<file path="src/rtl/plc_mode_pkg.sv">
// Constants, register map and state type for the PLC mode and output hold controller.
// Assumes a 25 MHz core clock and a 32-bit classic Wishbone register bus.
package plc_mode_pkg;
   localparam int NUM_IO = 16;
   localparam int IDX_W = 4;

   typedef enum logic [2:0] {
      ST_PROGRAM,
      ST_RUN,
      ST_TEST_PROGRAM,
      ST_TEST_RUN,
      ST_LIVE_EDIT
   } op_state_e;

   // Mode request codes written to the mode register.
   localparam logic [2:0] REQ_PROGRAM = 3'h0;
   localparam logic [2:0] REQ_RUN = 3'h1;
   localparam logic [2:0] REQ_TEST_PROGRAM = 3'h2;
   localparam logic [2:0] REQ_TEST_RUN = 3'h3;
   localparam logic [2:0] REQ_LIVE_EDIT = 3'h4;

   // Byte addresses of the registers.
   localparam logic [4:0] ADR_MODE = 5'h00;
   localparam logic [4:0] ADR_STATUS = 5'h04;
   localparam logic [4:0] ADR_HOLD = 5'h08;
   localparam logic [4:0] ADR_SCANS = 5'h0c;
   localparam logic [4:0] ADR_EDIT = 5'h10;
   localparam logic [4:0] ADR_FORCE = 5'h14;
   localparam logic [4:0] ADR_OUT_IMG = 5'h18;
   localparam logic [4:0] ADR_IN_IMG = 5'h1c;

   // Field positions.
   localparam int EDIT_SYNTAX_BIT = 8;
   localparam int EDIT_DELETE_BIT = 9;
   localparam int EDIT_IDX_LSB = 16;
   localparam int FORCE_VAL_BIT = 8;
   localparam int FORCE_OUT_BIT = 15;
   localparam int STAT_REFUSED_BIT = 4;
   localparam int STAT_SYNTAX_BIT = 5;
   localparam int STAT_REJECT_BIT = 6;
   localparam int STAT_BUSY_BIT = 7;
   localparam int STAT_TEST_BIT = 8;
   localparam int STAT_RUNLED_BIT = 9;

   localparam logic [5:0] EDIT_CLASS_LAST = 6'h1e;
   localparam logic [15:0] SCANS_MIN = 16'h0001;
   localparam logic [15:0] SCANS_MAX = 16'hfff5;
   localparam logic [15:0] SCANS_RESET = 16'h0001;
   localparam logic [15:0] HOLD_RESET = 16'h0000;

   // Timing.
   localparam int CLK_PERIOD_NS = 40;
   localparam int EDIT_APPLY_NS = 1000;
   localparam int EDIT_APPLY_CYC = (EDIT_APPLY_NS + CLK_PERIOD_NS - 1) / CLK_PERIOD_NS;
   localparam int EDIT_CNT_W = 5;
   localparam int BLINK_HALF_MS = 250;
   localparam int BLINK_HALF_CYC = BLINK_HALF_MS * 1000000 / CLK_PERIOD_NS;
   localparam int BLINK_W = 23;
endpackage : plc_mode_pkg

</file>
<file path="src/rtl/plc_mode_ctrl.sv">
// Operating mode, output hold, live program change and forcing control of a PLC CPU.
// Assumes a scan engine on the same clock streaming instruction flags and the
// program's output solution, and a classic Wishbone master for software.
//
// The Wishbone slave port and the register offsets are this design's own decisions.
`timescale 1ns/100ps

// What this block does
// - Leaving run for program clears all outputs.
// - Test-run to test-program holds or clears per output.
// - End instruction finishes the scan, skips rest.
// - Halt instruction enters program, outputs off.
// - Live change suspends scan, holds outputs.
// - Syntax error blocks return to run.
// - Deleted coil keeps output on until forced.
// - Inputs not sampled during live change.
// - Only editable instruction classes are accepted.
// - Force overwrites image bit through next refresh.
// - Forced point skips input and solution refresh.
// - Test indicator lit in either test mode.
// - Run indicator flashes during live change.
// - Timer and counter values kept in test-program.
// - Test-run runs set scans, up to 65525.
module plc_mode_ctrl
   import plc_mode_pkg::*;
#(
   parameter int BLINK_HALF_CYC_P = BLINK_HALF_CYC
) (
   input wire logic core_clk,
   input wire logic rstn,
   input wire logic wb_cyc_i,
   input wire logic wb_stb_i,
   input wire logic wb_we_i,
   input wire logic [4:0] wb_adr_i,
   input wire logic [3:0] wb_sel_i,
   input wire logic [31:0] wb_dat_i,
   output logic [31:0] wb_dat_o,
   output logic wb_ack_o,
   input wire logic [NUM_IO-1:0] in_pins,
   output logic [NUM_IO-1:0] out_pins,
   output logic [NUM_IO-1:0] in_image,
   output logic scan_start,
   output logic exec_en,
   input wire logic instr_valid,
   input wire logic instr_end,
   input wire logic instr_halt,
   input wire logic [NUM_IO-1:0] sol_out,
   output logic tc_preserve,
   output logic test_led,
   output logic run_led
);

   function automatic logic scan_state(input op_state_e s);
      scan_state = (s == ST_RUN) || (s == ST_TEST_RUN);
   endfunction : scan_state

   function automatic logic test_state(input op_state_e s);
      test_state = (s == ST_TEST_RUN) || (s == ST_TEST_PROGRAM);
   endfunction : test_state

   function automatic op_state_e req_state(input logic [2:0] r);
      unique case (r)
         REQ_RUN: req_state = ST_RUN;
         REQ_TEST_PROGRAM: req_state = ST_TEST_PROGRAM;
         REQ_TEST_RUN: req_state = ST_TEST_RUN;
         REQ_LIVE_EDIT: req_state = ST_LIVE_EDIT;
         default: req_state = ST_PROGRAM;
      endcase
   endfunction : req_state

   function automatic logic [31:0] merge(input logic [31:0] old, input logic [31:0] nw,
                                         input logic [3:0] sel);
      for (int b = 0; b < 4; b++) begin
         merge[b*8 +: 8] = sel[b] ? nw[b*8 +: 8] : old[b*8 +: 8];
      end
   endfunction : merge

   op_state_e state_q, state_d;
   logic wb_ack_q, wb_hit, wr;
   logic [31:0] wb_dat_q;
   logic mode_wr, edit_wr, force_wr, hold_wr, scans_wr;
   logic req_ok, halt_hit, end_hit, scans_done, go_program, test_hold, start_now;
   logic class_ok;
   logic [2:0] req;
   logic [IDX_W-1:0] fidx, eidx;
   logic fval, f_out;
   logic [NUM_IO-1:0] in_meta_q, in_sync_q, in_img_q, out_q, hold_q;
   logic [NUM_IO-1:0] out_force_q, in_force_q, keep_on_q, fsel;
   logic [15:0] scans_q, remain_q;
   logic [31:0] scans_m, hold_m;
   logic [EDIT_CNT_W-1:0] busy_q;
   logic in_scan_q, scan_start_q, syntax_err_q, edit_reject_q, refused_q;
   logic [BLINK_W-1:0] blink_cnt_q;
   logic blink_q, run_led_q, test_led_q, tc_preserve_q;

   assign wb_hit = wb_cyc_i && wb_stb_i && !wb_ack_q;
   assign wr = wb_hit && wb_we_i && wb_sel_i[0];
   assign mode_wr = wr && (wb_adr_i == ADR_MODE);
   // editing only while live and idle
   assign edit_wr = wr && (wb_adr_i == ADR_EDIT) && (state_q == ST_LIVE_EDIT) && (busy_q == '0);
   assign force_wr = wr && (wb_adr_i == ADR_FORCE);
   assign hold_wr = wb_hit && wb_we_i && (wb_adr_i == ADR_HOLD);
   assign scans_wr = wb_hit && wb_we_i && (wb_adr_i == ADR_SCANS);
   assign req = wb_dat_i[2:0];
   assign fidx = wb_dat_i[IDX_W-1:0];
   assign fval = wb_dat_i[FORCE_VAL_BIT];
   assign f_out = wb_dat_i[FORCE_OUT_BIT];
   assign eidx = wb_dat_i[EDIT_IDX_LSB +: IDX_W];
   assign fsel = force_wr ? (NUM_IO'(1) << fidx) : '0;
   assign class_ok = wb_dat_i[5:0] <= EDIT_CLASS_LAST;
   assign scans_m = merge({16'h0000, scans_q}, wb_dat_i, wb_sel_i);
   assign hold_m = merge({16'h0000, hold_q}, wb_dat_i, wb_sel_i);

   assign end_hit = instr_valid && instr_end && in_scan_q;
   assign halt_hit = instr_valid && instr_halt && !instr_end && in_scan_q;
   assign scans_done = (state_q == ST_TEST_RUN) && end_hit && (remain_q == SCANS_MIN);

   always_comb begin
      state_d = state_q;
      req_ok = 1'b0;
      if (halt_hit) begin
         state_d = ST_PROGRAM;
      end else if (scans_done) begin
         state_d = ST_TEST_PROGRAM;
      end else if (mode_wr) begin
         unique case (state_q)
            ST_PROGRAM: req_ok = (req == REQ_RUN && !syntax_err_q) || req == REQ_TEST_PROGRAM;
            ST_RUN: req_ok = req == REQ_PROGRAM || req == REQ_TEST_RUN || req == REQ_LIVE_EDIT;
            ST_TEST_PROGRAM: req_ok = req == REQ_PROGRAM || req == REQ_TEST_RUN ||
                                      (req == REQ_RUN && !syntax_err_q);
            ST_TEST_RUN: req_ok = req == REQ_PROGRAM || req == REQ_RUN ||
                                  req == REQ_TEST_PROGRAM;
            // no return to run with a syntax error
            ST_LIVE_EDIT: req_ok = req == REQ_PROGRAM ||
                                   (req == REQ_RUN && busy_q == '0 && !syntax_err_q);
         endcase
         if (req_ok) begin
            state_d = req_state(req);
         end
      end
   end

   assign go_program = (state_d == ST_PROGRAM) && (state_q != ST_PROGRAM);
   assign test_hold = (state_q == ST_TEST_RUN) && (state_d == ST_TEST_PROGRAM);
   assign start_now = scan_state(state_q) && scan_state(state_d) && !in_scan_q;

   always_ff @(posedge core_clk or negedge rstn) begin
      if (!rstn) begin
         state_q <= ST_PROGRAM;
      end else begin
         state_q <= state_d;
      end
   end

   always_ff @(posedge core_clk or negedge rstn) begin
      if (!rstn) begin
         in_meta_q <= '0;
         in_sync_q <= '0;
      end else begin
         in_meta_q <= in_pins;
         in_sync_q <= in_meta_q;
      end
   end

   // scanning stops outside run states, so a live change suspends it.
   always_ff @(posedge core_clk or negedge rstn) begin
      if (!rstn) begin
         in_scan_q <= 1'b0;
         scan_start_q <= 1'b0;
      end else begin
         scan_start_q <= start_now;
         if (!scan_state(state_d) || end_hit) begin
            in_scan_q <= 1'b0;
         end else if (start_now) begin
            in_scan_q <= 1'b1;
         end
      end
   end

   // Output image. Halting, entry to program and the test-run hold take priority over the solution.
   always_ff @(posedge core_clk or negedge rstn) begin
      if (!rstn) begin
         out_q <= '0;
      end else if (go_program) begin
         out_q <= '0;
      end else if (test_hold) begin
         out_q <= out_q & hold_q;
      end else begin
         if (end_hit) begin
            out_q <= (sol_out & ~out_force_q) | (out_q & out_force_q) | keep_on_q;
         end
         if (force_wr && f_out) begin
            out_q[fidx] <= fval;
         end
      end
   end

   // force marks clear once the skipped refresh has passed
   always_ff @(posedge core_clk or negedge rstn) begin
      if (!rstn) begin
         out_force_q <= '0;
         in_force_q <= '0;
      end else begin
         out_force_q <= ((end_hit || go_program) ? '0 : out_force_q) | (f_out ? fsel : '0);
         in_force_q <= (start_now ? '0 : in_force_q) | (f_out ? '0 : fsel);
      end
   end

   always_ff @(posedge core_clk or negedge rstn) begin
      if (!rstn) begin
         in_img_q <= '0;
      end else begin
         // no input sampling while a live change runs
         if (start_now && state_q != ST_LIVE_EDIT) begin
            in_img_q <= (in_sync_q & ~in_force_q) | (in_img_q & in_force_q);
         end
         if (force_wr && !f_out) begin
            in_img_q[fidx] <= fval;
         end
      end
   end

   // deleted coil stays on until forced off
   always_ff @(posedge core_clk or negedge rstn) begin
      if (!rstn) begin
         keep_on_q <= '0;
      end else if (go_program) begin
         keep_on_q <= '0;
      end else if (test_hold) begin
         // Outputs cleared by the hold mask drop their keep mark, so the mark never outlives its pin.
         keep_on_q <= keep_on_q & hold_q;
      end else if (edit_wr && class_ok && wb_dat_i[EDIT_DELETE_BIT] && out_q[eidx]) begin
         keep_on_q[eidx] <= 1'b1;
      end else if (force_wr && f_out && !fval) begin
         keep_on_q[fidx] <= 1'b0;
      end
   end

   // Live change apply timer and result flags.
   always_ff @(posedge core_clk or negedge rstn) begin
      if (!rstn) begin
         busy_q <= '0;
         syntax_err_q <= 1'b0;
         edit_reject_q <= 1'b0;
      end else begin
         if (edit_wr && class_ok) begin
            busy_q <= EDIT_CNT_W'(EDIT_APPLY_CYC);
         end else if (busy_q != '0) begin
            busy_q <= busy_q - EDIT_CNT_W'(1);
         end
         if (go_program) begin
            syntax_err_q <= 1'b0;
         end else if (edit_wr && class_ok) begin
            syntax_err_q <= wb_dat_i[EDIT_SYNTAX_BIT];
         end
         if (edit_wr) begin
            edit_reject_q <= !class_ok;
         end
      end
   end

   always_ff @(posedge core_clk or negedge rstn) begin
      if (!rstn) begin
         scans_q <= SCANS_RESET;
         remain_q <= SCANS_RESET;
         hold_q <= HOLD_RESET;
         refused_q <= 1'b0;
      end else begin
         if (scans_wr) begin
            if (scans_m[15:0] > SCANS_MAX) begin
               scans_q <= SCANS_MAX;
            end else if (scans_m[15:0] < SCANS_MIN) begin
               scans_q <= SCANS_MIN;
            end else begin
               scans_q <= scans_m[15:0];
            end
         end
         if (state_d == ST_TEST_RUN && state_q != ST_TEST_RUN) begin
            remain_q <= scans_q;
         end else if (state_q == ST_TEST_RUN && end_hit) begin
            remain_q <= remain_q - 16'h0001;
         end
         if (hold_wr) begin
            hold_q <= hold_m[15:0];
         end
         if (mode_wr) begin
            refused_q <= !req_ok;
         end
      end
   end

   // Indicators. The blink divider runs always so the flash phase is free running.
   always_ff @(posedge core_clk or negedge rstn) begin
      if (!rstn) begin
         blink_cnt_q <= '0;
         blink_q <= 1'b0;
         run_led_q <= 1'b0;
         test_led_q <= 1'b0;
         tc_preserve_q <= 1'b0;
      end else begin
         if (blink_cnt_q == BLINK_W'(BLINK_HALF_CYC_P - 1)) begin
            blink_cnt_q <= '0;
            blink_q <= !blink_q;
         end else begin
            blink_cnt_q <= blink_cnt_q + BLINK_W'(1);
         end
         run_led_q <= (state_d == ST_LIVE_EDIT) ? blink_q : scan_state(state_d);
         test_led_q <= test_state(state_d);
         tc_preserve_q <= state_d == ST_TEST_PROGRAM;
      end
   end

   // Wishbone slave: one wait state, unmapped addresses read zero and are acked.
   always_ff @(posedge core_clk or negedge rstn) begin
      if (!rstn) begin
         wb_ack_q <= 1'b0;
         wb_dat_q <= '0;
      end else begin
         wb_ack_q <= wb_hit;
         if (wb_hit) begin
            wb_dat_q <= '0;
            unique case (wb_adr_i)
               ADR_MODE: wb_dat_q[2:0] <= state_q;
               ADR_STATUS: begin
                  wb_dat_q[2:0] <= state_q;
                  wb_dat_q[STAT_REFUSED_BIT] <= refused_q;
                  wb_dat_q[STAT_SYNTAX_BIT] <= syntax_err_q;
                  wb_dat_q[STAT_REJECT_BIT] <= edit_reject_q;
                  wb_dat_q[STAT_BUSY_BIT] <= busy_q != '0;
                  wb_dat_q[STAT_TEST_BIT] <= test_led_q;
                  wb_dat_q[STAT_RUNLED_BIT] <= run_led_q;
               end
               ADR_HOLD: wb_dat_q[15:0] <= hold_q;
               ADR_SCANS: wb_dat_q[15:0] <= scans_q;
               ADR_OUT_IMG: wb_dat_q[15:0] <= out_q;
               ADR_IN_IMG: wb_dat_q[15:0] <= in_img_q;
               default: wb_dat_q <= '0;
            endcase
         end
      end
   end

   assign wb_ack_o = wb_ack_q;
   assign wb_dat_o = wb_dat_q;
   assign out_pins = out_q;
   assign in_image = in_img_q;
   assign scan_start = scan_start_q;
   assign exec_en = in_scan_q;
   assign tc_preserve = tc_preserve_q;
   assign test_led = test_led_q;
   assign run_led = run_led_q;

   property p_prog_off;
      @(posedge core_clk) disable iff (!rstn)
      go_program |=> (out_q == '0) && (state_q == ST_PROGRAM);
   endproperty
   a_prog_off: assert property (p_prog_off) else $error("outputs not cleared in program");

   property p_hold;
      @(posedge core_clk) disable iff (!rstn)
      test_hold |=> out_q == ($past(out_q) & $past(hold_q));
   endproperty
   a_hold: assert property (p_hold) else $error("hold mask not applied");

   property p_end;
      @(posedge core_clk) disable iff (!rstn)
      end_hit |=> !exec_en ##1 (scan_start || !scan_state(state_q) || !exec_en);
   endproperty
   a_end: assert property (p_end) else $error("execution continued past end");

   property p_halt;
      @(posedge core_clk) disable iff (!rstn)
      halt_hit |=> state_q == ST_PROGRAM && out_pins == '0;
   endproperty
   a_halt: assert property (p_halt) else $error("halt did not stop");

   property p_edit_freeze;
      @(posedge core_clk) disable iff (!rstn)
      (state_q == ST_LIVE_EDIT && !force_wr && !go_program) |=> $stable(out_q) && !exec_en;
   endproperty
   a_edit_freeze: assert property (p_edit_freeze) else $error("outputs moved in edit");

   property p_syntax;
      @(posedge core_clk) disable iff (!rstn)
      (state_q == ST_LIVE_EDIT && syntax_err_q) |=> state_q != ST_RUN;
   endproperty
   a_syntax: assert property (p_syntax) else $error("run entered with syntax error");

   property p_keep;
      @(posedge core_clk) disable iff (!rstn)
      (keep_on_q != '0) |-> (out_q & keep_on_q) == keep_on_q;
   endproperty
   a_keep: assert property (p_keep) else $error("kept output dropped");

   property p_no_input;
      @(posedge core_clk) disable iff (!rstn)
      (state_q == ST_LIVE_EDIT && !force_wr) |=> $stable(in_img_q);
   endproperty
   a_no_input: assert property (p_no_input) else $error("input sampled in edit");

   property p_reject;
      @(posedge core_clk) disable iff (!rstn)
      (edit_wr && !class_ok) |=> edit_reject_q && busy_q == '0;
   endproperty
   a_reject: assert property (p_reject) else $error("bad class accepted");

   property p_force;
      @(posedge core_clk) disable iff (!rstn)
      (force_wr && !f_out) |=> in_img_q[$past(fidx)] == $past(fval) && in_force_q[$past(fidx)];
   endproperty
   a_force: assert property (p_force) else $error("force not applied");

   property p_test_led;
      @(posedge core_clk) disable iff (!rstn)
      test_state(state_q) |-> test_led;
   endproperty
   a_test_led: assert property (p_test_led) else $error("test indicator dark");

   property p_scans;
      @(posedge core_clk) disable iff (!rstn)
      scans_done |=> state_q == ST_TEST_PROGRAM && tc_preserve;
   endproperty
   a_scans: assert property (p_scans) else $error("scan count not honoured");

endmodule : plc_mode_ctrl

</file>
<file path="config.mk">
export PLATFORM = sky130hd
export DESIGN_NAME = plc_mode_ctrl
export DESIGN_NICKNAME = d
export VERILOG_FILES = /design/src/rtl/plc_mode_pkg.sv /design/src/rtl/plc_mode_ctrl.sv
export SDC_FILE = /design/constraint.sdc
export NUM_CORES = 1
export LEC_CHECK = 0
export BUFFER_PORTS_ARGS = -buffer_cell sky130_fd_sc_hd__buf_2
export CELL_PAD_IN_SITES_DETAIL_PLACEMENT = 1
export CELL_PAD_IN_SITES_GLOBAL_PLACEMENT = 1
export CORE_ASPECT_RATIO = 1.5
export CORE_MARGIN = 1
export CORE_UTILIZATION = 40
export DETAILED_ROUTE_END_ITERATION = 6
export HOLD_SLACK_MARGIN = 0.06
export PLACE_DENSITY = 0.77
export SYNTH_ARGS = -nofsm -noshare
export SYNTH_HDL_FRONTEND = slang
export SYNTH_SLANG_ARGS = --single-unit
</file>
<file path="constraint.sdc">
create_clock -name core_clk -period 4 [get_ports core_clk]
set_input_delay 0.2 -clock core_clk [delete_from_list [all_inputs] [get_ports core_clk]]
set_output_delay 0.2 -clock core_clk [all_outputs]
set_load 0.03 [all_outputs]
</file>
==> flow_summary.ini <==
[die]
start_util_pct = 40.99
coreArea_um2 = 26670
design.die.area_um2 = 28010
die_x_um = 137.0
fp.dieH_um = 204.5
rows = 73
io_pins = 151

[sta]
finalHoldViolCount = 0
finalCritPeriodShare_pct = 88.45
rsz0062_at_grt = false
fin_skew_ps = 14.36
setup_viol = 0
worstMarginPinSlew_ps = 940.3
relSlewSlack_pct = 37.31
worst_slack_ps = 462.0
max_freq_ghz = 0.2826
fin_tns_setup_ps = 0
period_needed_ps = 3538
slew_viol_final = 0

[finish]
antenna_cells = 0
area_delta_synth_final_pct = 18.05
final_core_util_pct = 48.39
final_nets = 1334
drive_above_1_share_pct = 19.79

[setup_path]
endpoint = keep_on_q[15]$_DFFE_PN0P_
critPathMaxStageDelay_ps = 630
critPathMaxFanout = 17
critPathLaunchType = flop
reg2reg_from = busy_q[0]$_DFFE_PN0P_
worstPathRequired_ps = 4460
reg2reg_to = keep_on_q[15]$_DFFE_PN0P_
crit_type = flop to flop
endpoint_kind = flop
r2r_cells = 10
r2r_slack_ps = 460
crit_chain = inv_1, ha_1, nor4b_2, a21oi_1, o211a_1, nor2_4, o21ai_1, o2111a_2, nor3_4, a22o_1
cp-startpoint = busy_q[0]$_DFFE_PN0P_
cp.arrival_ps = 4000
slowest_stage = nor3_4

[global_routing]
antenna_found_initial = 2
grt_max_degree = 97
grt_use_total_pct = 27.37
overflow = 0
grt_first_pass_wirelength_mm = 57.86
grt_pass1_vias = 10061

[drt]
dr_wl_met3_mm = 2.219
firstDrtPassIters = 6
via_per_inst = 6.019
wl_per_cell_um = 23.33
vias = 9630
maxUsedRoutingLayer = met5
met2_wirelength_mm = 18.56
drtAntennaViolNets = 0
drtIter0Drc = 923
drc = 0
wl_met1_mm = 13.87
wirelength_mm = 37.32

[synth]
synthesis.area_um2 = 10930
yosysTopAreaCell = dfrtp_1
ys_warn_count = 0
post_synth_inst_count = 1105
synth.area.top_cells = dfrtp_1, a21oi_1, nand2_1
ys.flop_type = dfrtp_1
yosys_register_bits = 217
ys_seq_area_share_pct = 49.70
synthDominantCellAreaShare_pct = 49.22
yosysMostFrequentCell = dfrtp_1
avgSynthCellArea_um2 = 9.893
yosysUniqueCellTypes = 84
synth_common_cells = dfrtp_1, nand2_1, nor2_1
synth-async-reset-ratio_pct = 100.0
synth_edf_count = 0

[pwr]
ir_drop_v = 0.0003058
powerDensity_nw_per_um2 = 526.5
power.leakage_uw = 0.006139

[clock_tree]
clk_latency_ps = 530
htreeDepth = 1
postCtsSetupBuffers = 0
clk_pin_slew_ps = 70
clk_path_buf_depth = 3
cts_tree = done
cts-root-buf = clkbuf_16
clock_sinks = 217
numCtsBuffers = 23

[place]
gp_congestion = 0.9026
port_buffers = 120
place_ws_ps = 495.5
place_hpwl_mm = 27.11

[min_path]
min_path_type = primary input to flop

[flow_run]
drv_cap = 0

[run_status]
outcome = completed
report_power, final:
group / leakage (µW) / internal [µW] / switching [µW]
clock: 0.000381 / 1240 / 938
sequential: 0.00286 / 2440 / 361
combinational: 0.00290 / 628 / 1180
critical path: cells and delay by family (launching register included):
family / cells / cell delay, ps
AOI/OAI and AO/OA: 5 / 1350
adders and majority gates: 1 / 200
buffers and inverters: 1 / 110
DFF: 1 / 390
and+or+nand+nor: 3 / 1400
routing by layer:
layer	vias to the layer above	track usage (%)
met1	4895	31.63
met5	-	0
met3	115	4.142
met2	349	46.54
li1	4269	-
met4	2	17.86
area by class of cell:
| type | count | area (µm²) |
|---|---|---|
| well taps | 337 | 421.7 |
| clock buffers | 31 | 665.6 |
| repair buffers | 173 | 1094 |
| flip-flops and latches | 217 | 5433 |
| fillers | 3086 | 13770 |
| inverters | 21 | 78.83 |
| multi-input cells | 812 | 5112 |
| clock inverters | 9 | 100.1 |
worst min path at each step:
stage	startpoint	to	slack (ps)	depth (start not counted)
after floorplan	rstn	blink_cnt_q[0]$_DFF_PN0_	-100	0
after global placement	rstn	remain_q[2]$_DFFE_PN0P_	240	1
after detailed placement	rstn	remain_q[4]$_DFFE_PN0P_	250	1
after CTS	wb_sel_i[0]	scans_q[1]$_DFFE_PN0P_	130	3
after global routing	wb_sel_i[0]	scans_q[1]$_DFFE_PN0P_	130	3
final	wb_adr_i[2]	refused_q$_DFFE_PN0P_	130	4
kinds of logic after synthesis:
kind of cell    count (synthesis)  synth area share (%)
compound gates                303                 18.78
xor+xnor                       21                 1.682
fa+ha+maj                       5                0.5723
other cells                     1               0.03430
buf+inv                        91                 4.269
flops                         217                 49.70
simple gates                  416                 19.31
mux                            51                 5.654
sequential cells by signal, indices dropped and copies added, names as in the netlist, 5 cells and up:
name	count
blink_cnt_q	23
busy_q	5
hold_q	16
in_force_q	16
in_image	16
in_meta_q	16
in_sync_q	16
keep_on_q	16
out_force_q	16
out_pins	16
remain_q	16
scans_q	16
wb_dat_o	16
timing repair:
action / CTS / global route
hold endpoints to repair: 122 / 0
gates resized for setup: 0 / 0
hold buffers: 29 / 0
setup endpoints to repair: 0 / 0
cell usage in the layout (no fill, tap or decap), types with 17 or more instances in the layout:
master / count
a21oi_1: 99
buf_4: 23
o21ai_0: 41
nand2_1: 121
clkbuf_16: 23
nor4_1: 18
mux2i_1: 19
a22oi_1: 17
dfrtp_1: 215
inv_1: 21
a21o_1: 42
nor2_1: 108
dlygate4sd3_1: 29
buf_2: 119
nand3_1: 45
a22o_1: 25
mux2_2: 26
per-stage QoR:
stage,hold WS [ps],cells,area [µm²],power [µW]
4_1_cts,126.9,1600,12900,6839
3_5_place_dp,252.9,1531,11850,4619
3_3_place_gp,243.3,1531,11850,4566
2_1_floorplan,-95.59,1120,10990,3919
6_report,131.7,1600,12900,6795
5_1_grt,130.4,1600,12900,7088
(Power assumes the default switching activity.)
